===== src/logic/bank_map_pkg.sv =====
/*
  Constants for the upper-bank data memory decoder: address widths, bank
  geometry, region offsets and the waveform-generator register locations.
  Assumes a 12-bit flat data address; bank = addr[11:7], offset = addr[6:0].
*/
package bank_map_pkg;
  localparam int          ADDR_W       = 12;
  localparam int          OFS_W        = 7;
  localparam int          BANK_W       = 5;
  localparam int          DATA_W       = 8;
  localparam logic [11:0] FLAT_FIRST   = 12'h000;
  localparam logic [11:0] FLAT_LAST    = 12'hfff;
  localparam logic [4:0]  BANK_LO      = 5'h08;
  localparam logic [4:0]  BANK_HI      = 5'h0f;
  localparam logic [4:0]  BANK_RAM_END = 5'h0b;
  localparam logic [4:0]  BANK_SHORT   = 5'h0c;
  localparam logic [4:0]  BANK_WAVE    = 5'h0d;
  localparam logic [6:0]  OFS_CORE_END = 7'h0b;
  localparam logic [6:0]  OFS_RAM_LO   = 7'h20;
  localparam logic [6:0]  OFS_RAM_HI   = 7'h6f;
  localparam logic [6:0]  OFS_SHORT_HI = 7'h3f;
  localparam logic [6:0]  OFS_COMMON   = 7'h70;
  localparam logic [6:0]  OFS_WAVE_LO  = 7'h11;
  localparam logic [6:0]  OFS_WAVE_HI  = 7'h15;
  localparam int          RAM_PER_BANK = 80;
  localparam int          RAM_SHORT    = 32;
  localparam int          RAM_WORDS    = 4 * RAM_PER_BANK + RAM_SHORT;
  localparam int          RAM_AW       = 9;
  localparam int          COMMON_WORDS = 16;
  localparam int          WAVE_REGS    = 5;
  localparam logic [7:0]  ZERO_BYTE    = 8'h00;

  typedef enum logic [2:0] {
    TGT_NONE, TGT_CORE, TGT_RAM, TGT_COMMON, TGT_WAVE
  } target_t;
endpackage


===== src/logic/bank_region_decode.sv =====
/*
  Combinational decoder: classifies a 12-bit flat address into a target and
  the index inside that target. Assumes only banks 8 to 15 are meaningful
  here; other banks decode as unimplemented.
*/
`timescale 1ns/100ps
module bank_region_decode (
  input  wire logic [11:0]                  addr,
  output bank_map_pkg::target_t             target,
  output logic [bank_map_pkg::RAM_AW-1:0]   ram_index,
  output logic [3:0]                        common_index,
  output logic [3:0]                        core_index,
  output logic [2:0]                        wave_index
);
  logic [4:0] bank;
  logic [6:0] ofs;
  logic [8:0] bank_base;
  logic [8:0] ofs_in_ram;

  assign bank = addr[11:7];
  assign ofs  = addr[6:0];

  always_comb begin
    target       = bank_map_pkg::TGT_NONE;
    ofs_in_ram   = 9'({2'b00, ofs} - {2'b00, bank_map_pkg::OFS_RAM_LO});
    bank_base    = 9'((bank - bank_map_pkg::BANK_LO) * bank_map_pkg::RAM_PER_BANK);
    ram_index    = 9'(bank_base + ofs_in_ram);
    common_index = ofs[3:0];
    core_index   = ofs[3:0];
    wave_index   = 3'(ofs - bank_map_pkg::OFS_WAVE_LO);
    if (bank >= bank_map_pkg::BANK_LO && bank <= bank_map_pkg::BANK_HI) begin
      if (ofs <= bank_map_pkg::OFS_CORE_END) begin
        target = bank_map_pkg::TGT_CORE;
      end else if (ofs >= bank_map_pkg::OFS_COMMON) begin
        target = bank_map_pkg::TGT_COMMON;
      end else if (ofs >= bank_map_pkg::OFS_RAM_LO && ofs <= bank_map_pkg::OFS_RAM_HI
                   && bank <= bank_map_pkg::BANK_RAM_END) begin
        target = bank_map_pkg::TGT_RAM;
      end else if (bank == bank_map_pkg::BANK_SHORT && ofs >= bank_map_pkg::OFS_RAM_LO
                   && ofs <= bank_map_pkg::OFS_SHORT_HI) begin
        target = bank_map_pkg::TGT_RAM;
      end else if (bank == bank_map_pkg::BANK_WAVE && ofs >= bank_map_pkg::OFS_WAVE_LO
                   && ofs <= bank_map_pkg::OFS_WAVE_HI) begin
        target = bank_map_pkg::TGT_WAVE;
      end
    end
  end
endmodule


===== src/logic/banked_data_memory_decoder.sv =====
/*
  Upper banked data memory (banks 8 to 15) with its flat 12-bit view.
  Holds the scratch RAM, the shared common bytes and the five waveform
  registers as storage; core registers are reached through a side port to
  the core. Assumes the core issues at most one access per cycle and takes
  read data one cycle after the request, or two cycles for core register reads.
*/
// Overview of operation
// - Flat indirect space spans 000h to FFFh
// - Flat address equals absolute banked location
// - First twelve bank offsets reach core registers
// - Banks 8-11 hold 80 scratch bytes
// - Bank 12 holds 32 bytes, rest empty
// - Banks 13-15 scratch region reads zero
// - Offsets 70h-7Fh alias common RAM
// - Bank 13 691h-695h select waveform registers
// - Unimplemented locations read as zero
`timescale 1ns/100ps
module banked_data_memory_decoder (
  input  wire logic        sys_clk,
  input  wire logic        reset,
  input  wire logic [11:0] indirect_address_pointer,
  input  wire logic        mem_rd,
  input  wire logic        mem_wr,
  input  wire logic [7:0]  mem_wdata,
  input  wire logic [7:0]  core_rdata,
  output logic [7:0]       mem_rdata,
  output logic             mem_rvalid,
  output logic             core_sel,
  output logic             core_wr,
  output logic [3:0]       core_index,
  output logic [7:0]       core_wdata,
  output logic [7:0]       wave_rise_deadband_count,
  output logic [7:0]       wave_fall_deadband_count,
  output logic [7:0]       wave_control_zero,
  output logic [7:0]       wave_control_one,
  output logic [7:0]       wave_control_two
);
  // ----------------------------------------
  // Decode
  // ----------------------------------------
  bank_map_pkg::target_t  tgt;
  logic [8:0]             ram_idx;
  logic [3:0]             com_idx;
  logic [3:0]             cor_idx;
  logic [2:0]             wav_idx;

  // Full 12-bit pointer decoded with no remapping
  bank_region_decode u_dec (
    .addr         (indirect_address_pointer),
    .target       (tgt),
    .ram_index    (ram_idx),
    .common_index (com_idx),
    .core_index   (cor_idx),
    .wave_index   (wav_idx)
  );

  // ----------------------------------------
  // Storage
  // ----------------------------------------
  logic [7:0] ram_q    [bank_map_pkg::RAM_WORDS];
  logic [7:0] common_q [bank_map_pkg::COMMON_WORDS];
  logic [7:0] wave_q   [bank_map_pkg::WAVE_REGS];
  logic [7:0] wave_d   [bank_map_pkg::WAVE_REGS];

  // RAM and common arrays carry no reset: scratch RAM contents are undefined at power-up
  // Only a decoded target takes a write, so empty space keeps nothing
  always_ff @(posedge sys_clk) begin
    if (mem_wr && tgt == bank_map_pkg::TGT_RAM) begin
      ram_q[ram_idx] <= mem_wdata;
    end
    if (mem_wr && tgt == bank_map_pkg::TGT_COMMON) begin
      common_q[com_idx] <= mem_wdata;
    end
  end

  always_comb begin
    for (int i = 0; i < bank_map_pkg::WAVE_REGS; i++) begin
      wave_d[i] = wave_q[i];
      if (mem_wr && tgt == bank_map_pkg::TGT_WAVE && wav_idx == 3'(i)) begin
        wave_d[i] = mem_wdata;
      end
    end
  end

  always_ff @(posedge sys_clk) begin
    for (int i = 0; i < bank_map_pkg::WAVE_REGS; i++) begin
      if (reset) begin
        wave_q[i] <= bank_map_pkg::ZERO_BYTE;
      end else begin
        wave_q[i] <= wave_d[i];
      end
    end
  end

  assign wave_rise_deadband_count = wave_q[0];
  assign wave_fall_deadband_count = wave_q[1];
  assign wave_control_zero        = wave_q[2];
  assign wave_control_one         = wave_q[3];
  assign wave_control_two         = wave_q[4];

  // ----------------------------------------
  // Core register side port
  // ----------------------------------------
  logic       core_sel_q, core_sel_d;
  logic       core_wr_q, core_wr_d;
  logic [3:0] core_index_q, core_index_d;
  logic [7:0] core_wdata_q, core_wdata_d;

  always_comb begin
    core_sel_d   = (mem_rd || mem_wr) && tgt == bank_map_pkg::TGT_CORE;
    core_wr_d    = mem_wr && tgt == bank_map_pkg::TGT_CORE;
    core_index_d = cor_idx;
    core_wdata_d = mem_wdata;
  end

  always_ff @(posedge sys_clk) begin
    if (reset) begin
      core_sel_q   <= 1'b0;
      core_wr_q    <= 1'b0;
      core_index_q <= 4'h0;
      core_wdata_q <= bank_map_pkg::ZERO_BYTE;
    end else begin
      core_sel_q   <= core_sel_d;
      core_wr_q    <= core_wr_d;
      core_index_q <= core_index_d;
      core_wdata_q <= core_wdata_d;
    end
  end

  assign core_sel   = core_sel_q;
  assign core_wr    = core_wr_q;
  assign core_index = core_index_q;
  assign core_wdata = core_wdata_q;

  // ----------------------------------------
  // Read return
  // ----------------------------------------
  // Core data arrives a cycle late, so core reads finish one cycle after others
  logic       rvalid_q, rvalid_d;
  logic [7:0] rdata_q, rdata_d;
  logic       core_rd_q, core_rd_d;

  always_comb begin
    rvalid_d  = 1'b0;
    rdata_d   = bank_map_pkg::ZERO_BYTE;
    core_rd_d = mem_rd && tgt == bank_map_pkg::TGT_CORE;
    if (core_rd_q) begin
      rvalid_d = 1'b1;
      rdata_d  = core_rdata;
    end else if (mem_rd && tgt != bank_map_pkg::TGT_CORE) begin
      rvalid_d = 1'b1;
      unique case (tgt)
        bank_map_pkg::TGT_RAM:    rdata_d = ram_q[ram_idx];
        bank_map_pkg::TGT_COMMON: rdata_d = common_q[com_idx];
        bank_map_pkg::TGT_WAVE:   rdata_d = wave_q[wav_idx];
        default:                  rdata_d = bank_map_pkg::ZERO_BYTE;
      endcase
    end
  end

  always_ff @(posedge sys_clk) begin
    if (reset) begin
      rvalid_q  <= 1'b0;
      rdata_q   <= bank_map_pkg::ZERO_BYTE;
      core_rd_q <= 1'b0;
    end else begin
      rvalid_q  <= rvalid_d;
      rdata_q   <= rdata_d;
      core_rd_q <= core_rd_d;
    end
  end

  assign mem_rdata  = rdata_q;
  assign mem_rvalid = rvalid_q;

  // ----------------------------------------
  // Checks
  // ----------------------------------------
  chk_unimpl_read_zero: assert property (@(posedge sys_clk) disable iff (reset)
    mem_rd && tgt == bank_map_pkg::TGT_NONE && !core_rd_q |=> mem_rvalid && mem_rdata == 8'h00)
    else $error("unimplemented read not zero");
  chk_upper_gpr_zero: assert property (@(posedge sys_clk) disable iff (reset)
    mem_rd && !core_rd_q && indirect_address_pointer >= 12'h6a0 && indirect_address_pointer <= 12'h6ef
    |=> mem_rdata == 8'h00)
    else $error("bank 13 scratch region not zero");
  chk_short_bank_hole: assert property (@(posedge sys_clk) disable iff (reset)
    indirect_address_pointer >= 12'h640 && indirect_address_pointer <= 12'h66f
    |-> tgt == bank_map_pkg::TGT_NONE)
    else $error("bank 12 hole decoded as storage");
  chk_core_window: assert property (@(posedge sys_clk) disable iff (reset)
    indirect_address_pointer[11] == 1'b0 && indirect_address_pointer[10] == 1'b1
    && indirect_address_pointer[6:0] <= 7'h0b |-> tgt == bank_map_pkg::TGT_CORE)
    else $error("core offset not routed to core");
  chk_core_read_lat: assert property (@(posedge sys_clk) disable iff (reset)
    mem_rd && tgt == bank_map_pkg::TGT_CORE |=> core_sel ##1 (mem_rvalid && mem_rdata == $past(core_rdata)))
    else $error("core read return wrong");
  chk_wave_select: assert property (@(posedge sys_clk) disable iff (reset)
    mem_wr && indirect_address_pointer == 12'h691 |=> wave_rise_deadband_count == $past(mem_wdata))
    else $error("rise dead-band write lost");
  chk_common_alias: assert property (@(posedge sys_clk) disable iff (reset)
    mem_wr && indirect_address_pointer == 12'h47a ##1 !mem_wr ##1 mem_rd && indirect_address_pointer == 12'h7fa
    && !mem_wr && !core_rd_q |=> mem_rdata == $past(mem_wdata, 3))
    else $error("common window not shared");
  chk_ram_bank8: assert property (@(posedge sys_clk) disable iff (reset)
    indirect_address_pointer >= 12'h420 && indirect_address_pointer <= 12'h46f |-> tgt == bank_map_pkg::TGT_RAM)
    else $error("bank 8 scratch not decoded");
  chk_unimpl_write: assert property (@(posedge sys_clk) disable iff (reset)
    mem_wr && tgt == bank_map_pkg::TGT_NONE |=> $stable(wave_rise_deadband_count) && !core_wr)
    else $error("unimplemented write had effect");
  chk_bank12_ram: assert property (@(posedge sys_clk) disable iff (reset)
    indirect_address_pointer >= 12'h620 && indirect_address_pointer <= 12'h63f
    |-> tgt == bank_map_pkg::TGT_RAM)
    else $error("bank 12 scratch not decoded");
  chk_upper_region_empty: assert property (@(posedge sys_clk) disable iff (reset)
    indirect_address_pointer[11:7] >= 5'h0d && indirect_address_pointer[11:7] <= 5'h0f
    && indirect_address_pointer[6:0] >= 7'h20 && indirect_address_pointer[6:0] <= 7'h6f
    |-> tgt == bank_map_pkg::TGT_NONE)
    else $error("banks 13-15 scratch region decoded");
  chk_core_sel_gate: assert property (@(posedge sys_clk) disable iff (reset)
    (mem_rd || mem_wr) && tgt != bank_map_pkg::TGT_CORE |=> !core_sel && !core_wr)
    else $error("core port selected for non-core access");
endmodule


===== config.mk =====
export PLATFORM = sky130hd
export DESIGN_NAME = banked_data_memory_decoder
export DESIGN_NICKNAME = d
export VERILOG_FILES = /design/src/logic/bank_map_pkg.sv /design/src/logic/bank_region_decode.sv /design/src/logic/banked_data_memory_decoder.sv
export SDC_FILE = /design/constraint.sdc
export NUM_CORES = 2
export LEC_CHECK = 0
export BUFFER_PORTS_ARGS = -buffer_cell sky130_fd_sc_hd__buf_2
export CAP_MARGIN = 10
export CORE_MARGIN = 2
export CORE_UTILIZATION = 57
export DETAILED_ROUTE_END_ITERATION = 6
export GPL_ROUTABILITY_DRIVEN = 1
export PLACE_DENSITY = 0.76
export SETUP_SLACK_MARGIN = 0.5
export SYNTH_ARGS = -nofsm -noshare
export SYNTH_HDL_FRONTEND = slang
export SYNTH_SLANG_ARGS = --single-unit

===== constraint.sdc =====
create_clock -name sys_clk -period 4.3 [get_ports sys_clk]
set_input_delay 1.075 -clock sys_clk [delete_from_list [all_inputs] [get_ports sys_clk]]
set_output_delay 1.075 -clock sys_clk [all_outputs]
set_load 0.005 [all_outputs]

==> flow_metrics.py <==
metrics = {
    "synthesis": {
        "yosysTopAreaCellShare_pct": 75.0,
        "yosysMostFrequentCell": "edfxtp_1",
        "synth_cell_type_count": 84,
        "yosysTopAreaCell": "edfxtp_1",
        "synth_nets": 5746,
        "synthFlopType": "edfxtp_1",
        "ys_seq_area_share_pct": 76.1,
        "synth_warnings": 0,
        "synthArstFlopShare_pct": 0,
        "synth_area_sq_mm": 0.118,
        "ys_seq_elements": 3008,
        "syn_area_per_cell_sq_um": 20.7,
        "netlist_instances": 5693,
        "ys_top_cells_by_area": "edfxtp_1 75%, mux4_2 13%, mux2i_1 2.6%",
        "synth_edf_count": 2944,
        "synthTopCellsByCount": "2944 x edfxtp_1, 680 x mux4_2, 461 x nor2_1",
    },
    "finish": {
        "area_growth_pct": 20.1,
        "drive_above_1_share_pct": 37.1,
        "fin_cells": 9674,
        "final_util_pct": 69.1,
        "fin_area_sq_mm": 0.142,
        "fillers": 11600,
        "layout.nets": 6823,
    },
    "worst_setup_path": {
        "cp-start-kind": "primary input",
        "critical_path_class": "in2reg",
        "cp.required_ns": 5.11,
        "cpPeakStageDelay_ns": 0.57,
        "cp_max_fo": 6,
        "cp-end-kind": "flip-flop",
        "critPathBufInv": 5,
        "slowest_stage": "xnor2_1",
        "crit_family": "simple AND/OR/NAND/NOR gates",
        "cp.arrival_ns": 4.66,
        "path_cells": "buf_2, buf_4, ha_1, ha_1, ha_1, buf_4, xnor2_1, buf_12, nand4_1, buf_4, nor3_2, or4_1, o22ai_1",
    },
    "routing": {
        "drcViolationCount": 1,
        "vias_per_cell": 6.79,
        "ant_nets": 0,
        "first_pass_iters": 7,
        "wl_per_cell_um": 34.7,
        "vias": 65700,
        "routed_wirelength_um": 336000,
        "initialDrtViolationCount": 10200,
    },
    "global_routing": {
        "antenna_found_initial": 12,
        "grt_overflow": 0,
        "grt_pass1_wl_um": 477000,
        "grt_pass1_vias": 65700,
        "grt_use_total_pct": 32.0,
        "grt_max_degree": 141,
    },
    "die": {
        "chipHeight_um": 459,
        "core_sq_mm": 0.205,
        "boundaryPins": 95,
        "start_util_pct": 57.5,
        "die_w_um": 459,
        "placementRows": 166,
        "dieArea_sq_mm": 0.210,
    },
    "run_status": {
        "status": "finished with violations",
        "violations": "DRC",
    },
    "power": {
        "ir_drop_mv": 0.496,
        "power_density_mw_per_mm2": 442,
        "leakage_nw": 46.7,
    },
    "cts": {
        "cts_root_buffer": "clkbuf_16",
        "clk-insertion-delay-late_ns": 0.95,
        "cts.path.max_buffers": 4,
        "cts_buffers": 305,
        "post_cts_buffers": 0,
        "clock-sinks": 3008,
        "cts_tree": "done",
        "clk_pin_slew_ns": 0.06,
        "cts_max_level": 5,
    },
    "timing": {
        "maxSlewViolCount": 0,
        "fin_setup_tns_ns": 0,
        "fin_worst_skew_ns": 0.0431,
        "setup_viol": 0,
        "worst_pin_slew_ns": 1.17,
        "rsz0062_at_grt": "true",
        "max_slew_margin_pct": 22.1,
        "post-route-period-util_pct": 89.6,
        "max_freq_mhz": 260,
        "finalHoldViolCount": 0,
        "final.min_clock_period_ns": 3.85,
    },
    "place": {
        "dp_hpwl_um": 212000,
        "place.gp.congestion": 0.963,
        "dp.cells": 9151,
        "io_buffers": 94,
        "place_area_sq_mm": 0.132,
    },
    "run": {
        "drv_cap": 0,
    },
    "worst_hold_path": {
        "min_path_type": "in2reg",
    },
}
## flip-flops by register name (all words and copies together) (netlist names)
register and cells:
ram_q 2816, mem_rdata 8, wave_q 40, core_index 4
core_wdata 8, common_q 128, core_wr 1, core_sel 1
core_rd_q 1, mem_rvalid 1
## cells in the final DEF (no fill, tap or decap), types with 16 or more instances in the layout
cell type	instances
clkbuf_1	79
nor2_2	317
clkinv_2	29
o21ai_0	52
nand2_1	152
mux4_2	680
mux2i_1	312
o22ai_1	80
ha_1	18
a21oi_1	74
a221oi_1	38
buf_2	82
edfxtp_1	2944
nand3_1	46
nor4_1	16
nor2_1	138
buf_4	704
clkbuf_16	313
a22oi_1	99
nand2_2	16
bufinv_16	24
nor3_1	47
buf_12	314
dfxtp_1	64
clkinv_1	56
mux2_2	28
## stage by stage
stage                     power, W  setup WS (ns)  hold WS, ns
after floorplan             0.0350          0.105        0.458
after global placement      0.0374         -0.547        0.452
after detailed placement    0.0374         -0.539        0.463
after CTS                   0.0626          0.508        0.427
after global routing        0.0638          0.478        0.445
final                       0.0626          0.449        0.464
## cell type report
cell class | instances | area [sq um] | share of cell area, %
clock buffer | 397 | 8200 | 5.79
multi-input combinational | 2329 | 26900 | 19.0
sequential | 3008 | 89700 | 63.3
tap | 2688 | 3360 | 2.38
inverter | 16 | 82.6 | 0.0583
timing repair buffer | 1110 | 12100 | 8.57
antenna | 3 | 7.51 | 0.00530
clock inverter | 123 | 1200 | 0.847
## power breakdown
group	switching, W	internal (W)
Clock	0.0108	0.0148
Combinational	0.00302	0.00177
Sequential	0.0000164	0.0322
Total	0.0138	0.0488
## path summary, 6_finish.rpt
check	to	slack, ns	cells after the start	start
worst max register to register	mem_rdata[4]$_SDFF_PP0_	1.32	7	ram_q[330][4]$_DFFE_PP_
worst max-delay path	mem_rdata[3]$_SDFF_PP0_	0.45	13	indirect_address_pointer[7]
worst min-delay path	core_rd_q$_SDFF_PP0_	0.46	2	mem_rd
worst min register to register	wave_q[1][1]$_SDFFE_PP0P_	0.47	2	wave_q[1][1]$_SDFFE_PP0P_
## cells by family after synthesis
logic type	after synthesis	synth area share, %
buffers and inverters	356	1.98
XOR/XNOR	9	0.0913
AO/OA/AOI/OAI	435	2.51
flip-flops	3008	76.1
adder cells (fa/ha/maj)	21	0.229
multiplexers	1025	16.0
AND/OR/NAND/NOR	839	3.07
## metal layers
layer	vias to the layer above	wire [um]	global-route usage (%)
met4	6	18800	15.2
li1	25800	-	-
met5	-	44	0
met1	33900	117000	43.2
met3	912	41800	7.81
met2	5090	158000	49.8
## what timing repair did
item	4_1_cts	5_1_grt
resized for setup	2	4
hold buffers	0	0
endpoints found under the setup margin	2	4
## worst reg2reg max path, delay by kind of cell, from the launching register on
kind	cells	cell delay, ns
flops	1	0.39
mux	2	1.06
compound gates	3	1.05
simple gates	2	0.35
Note: power is estimated with default switching activity, not from simulation.
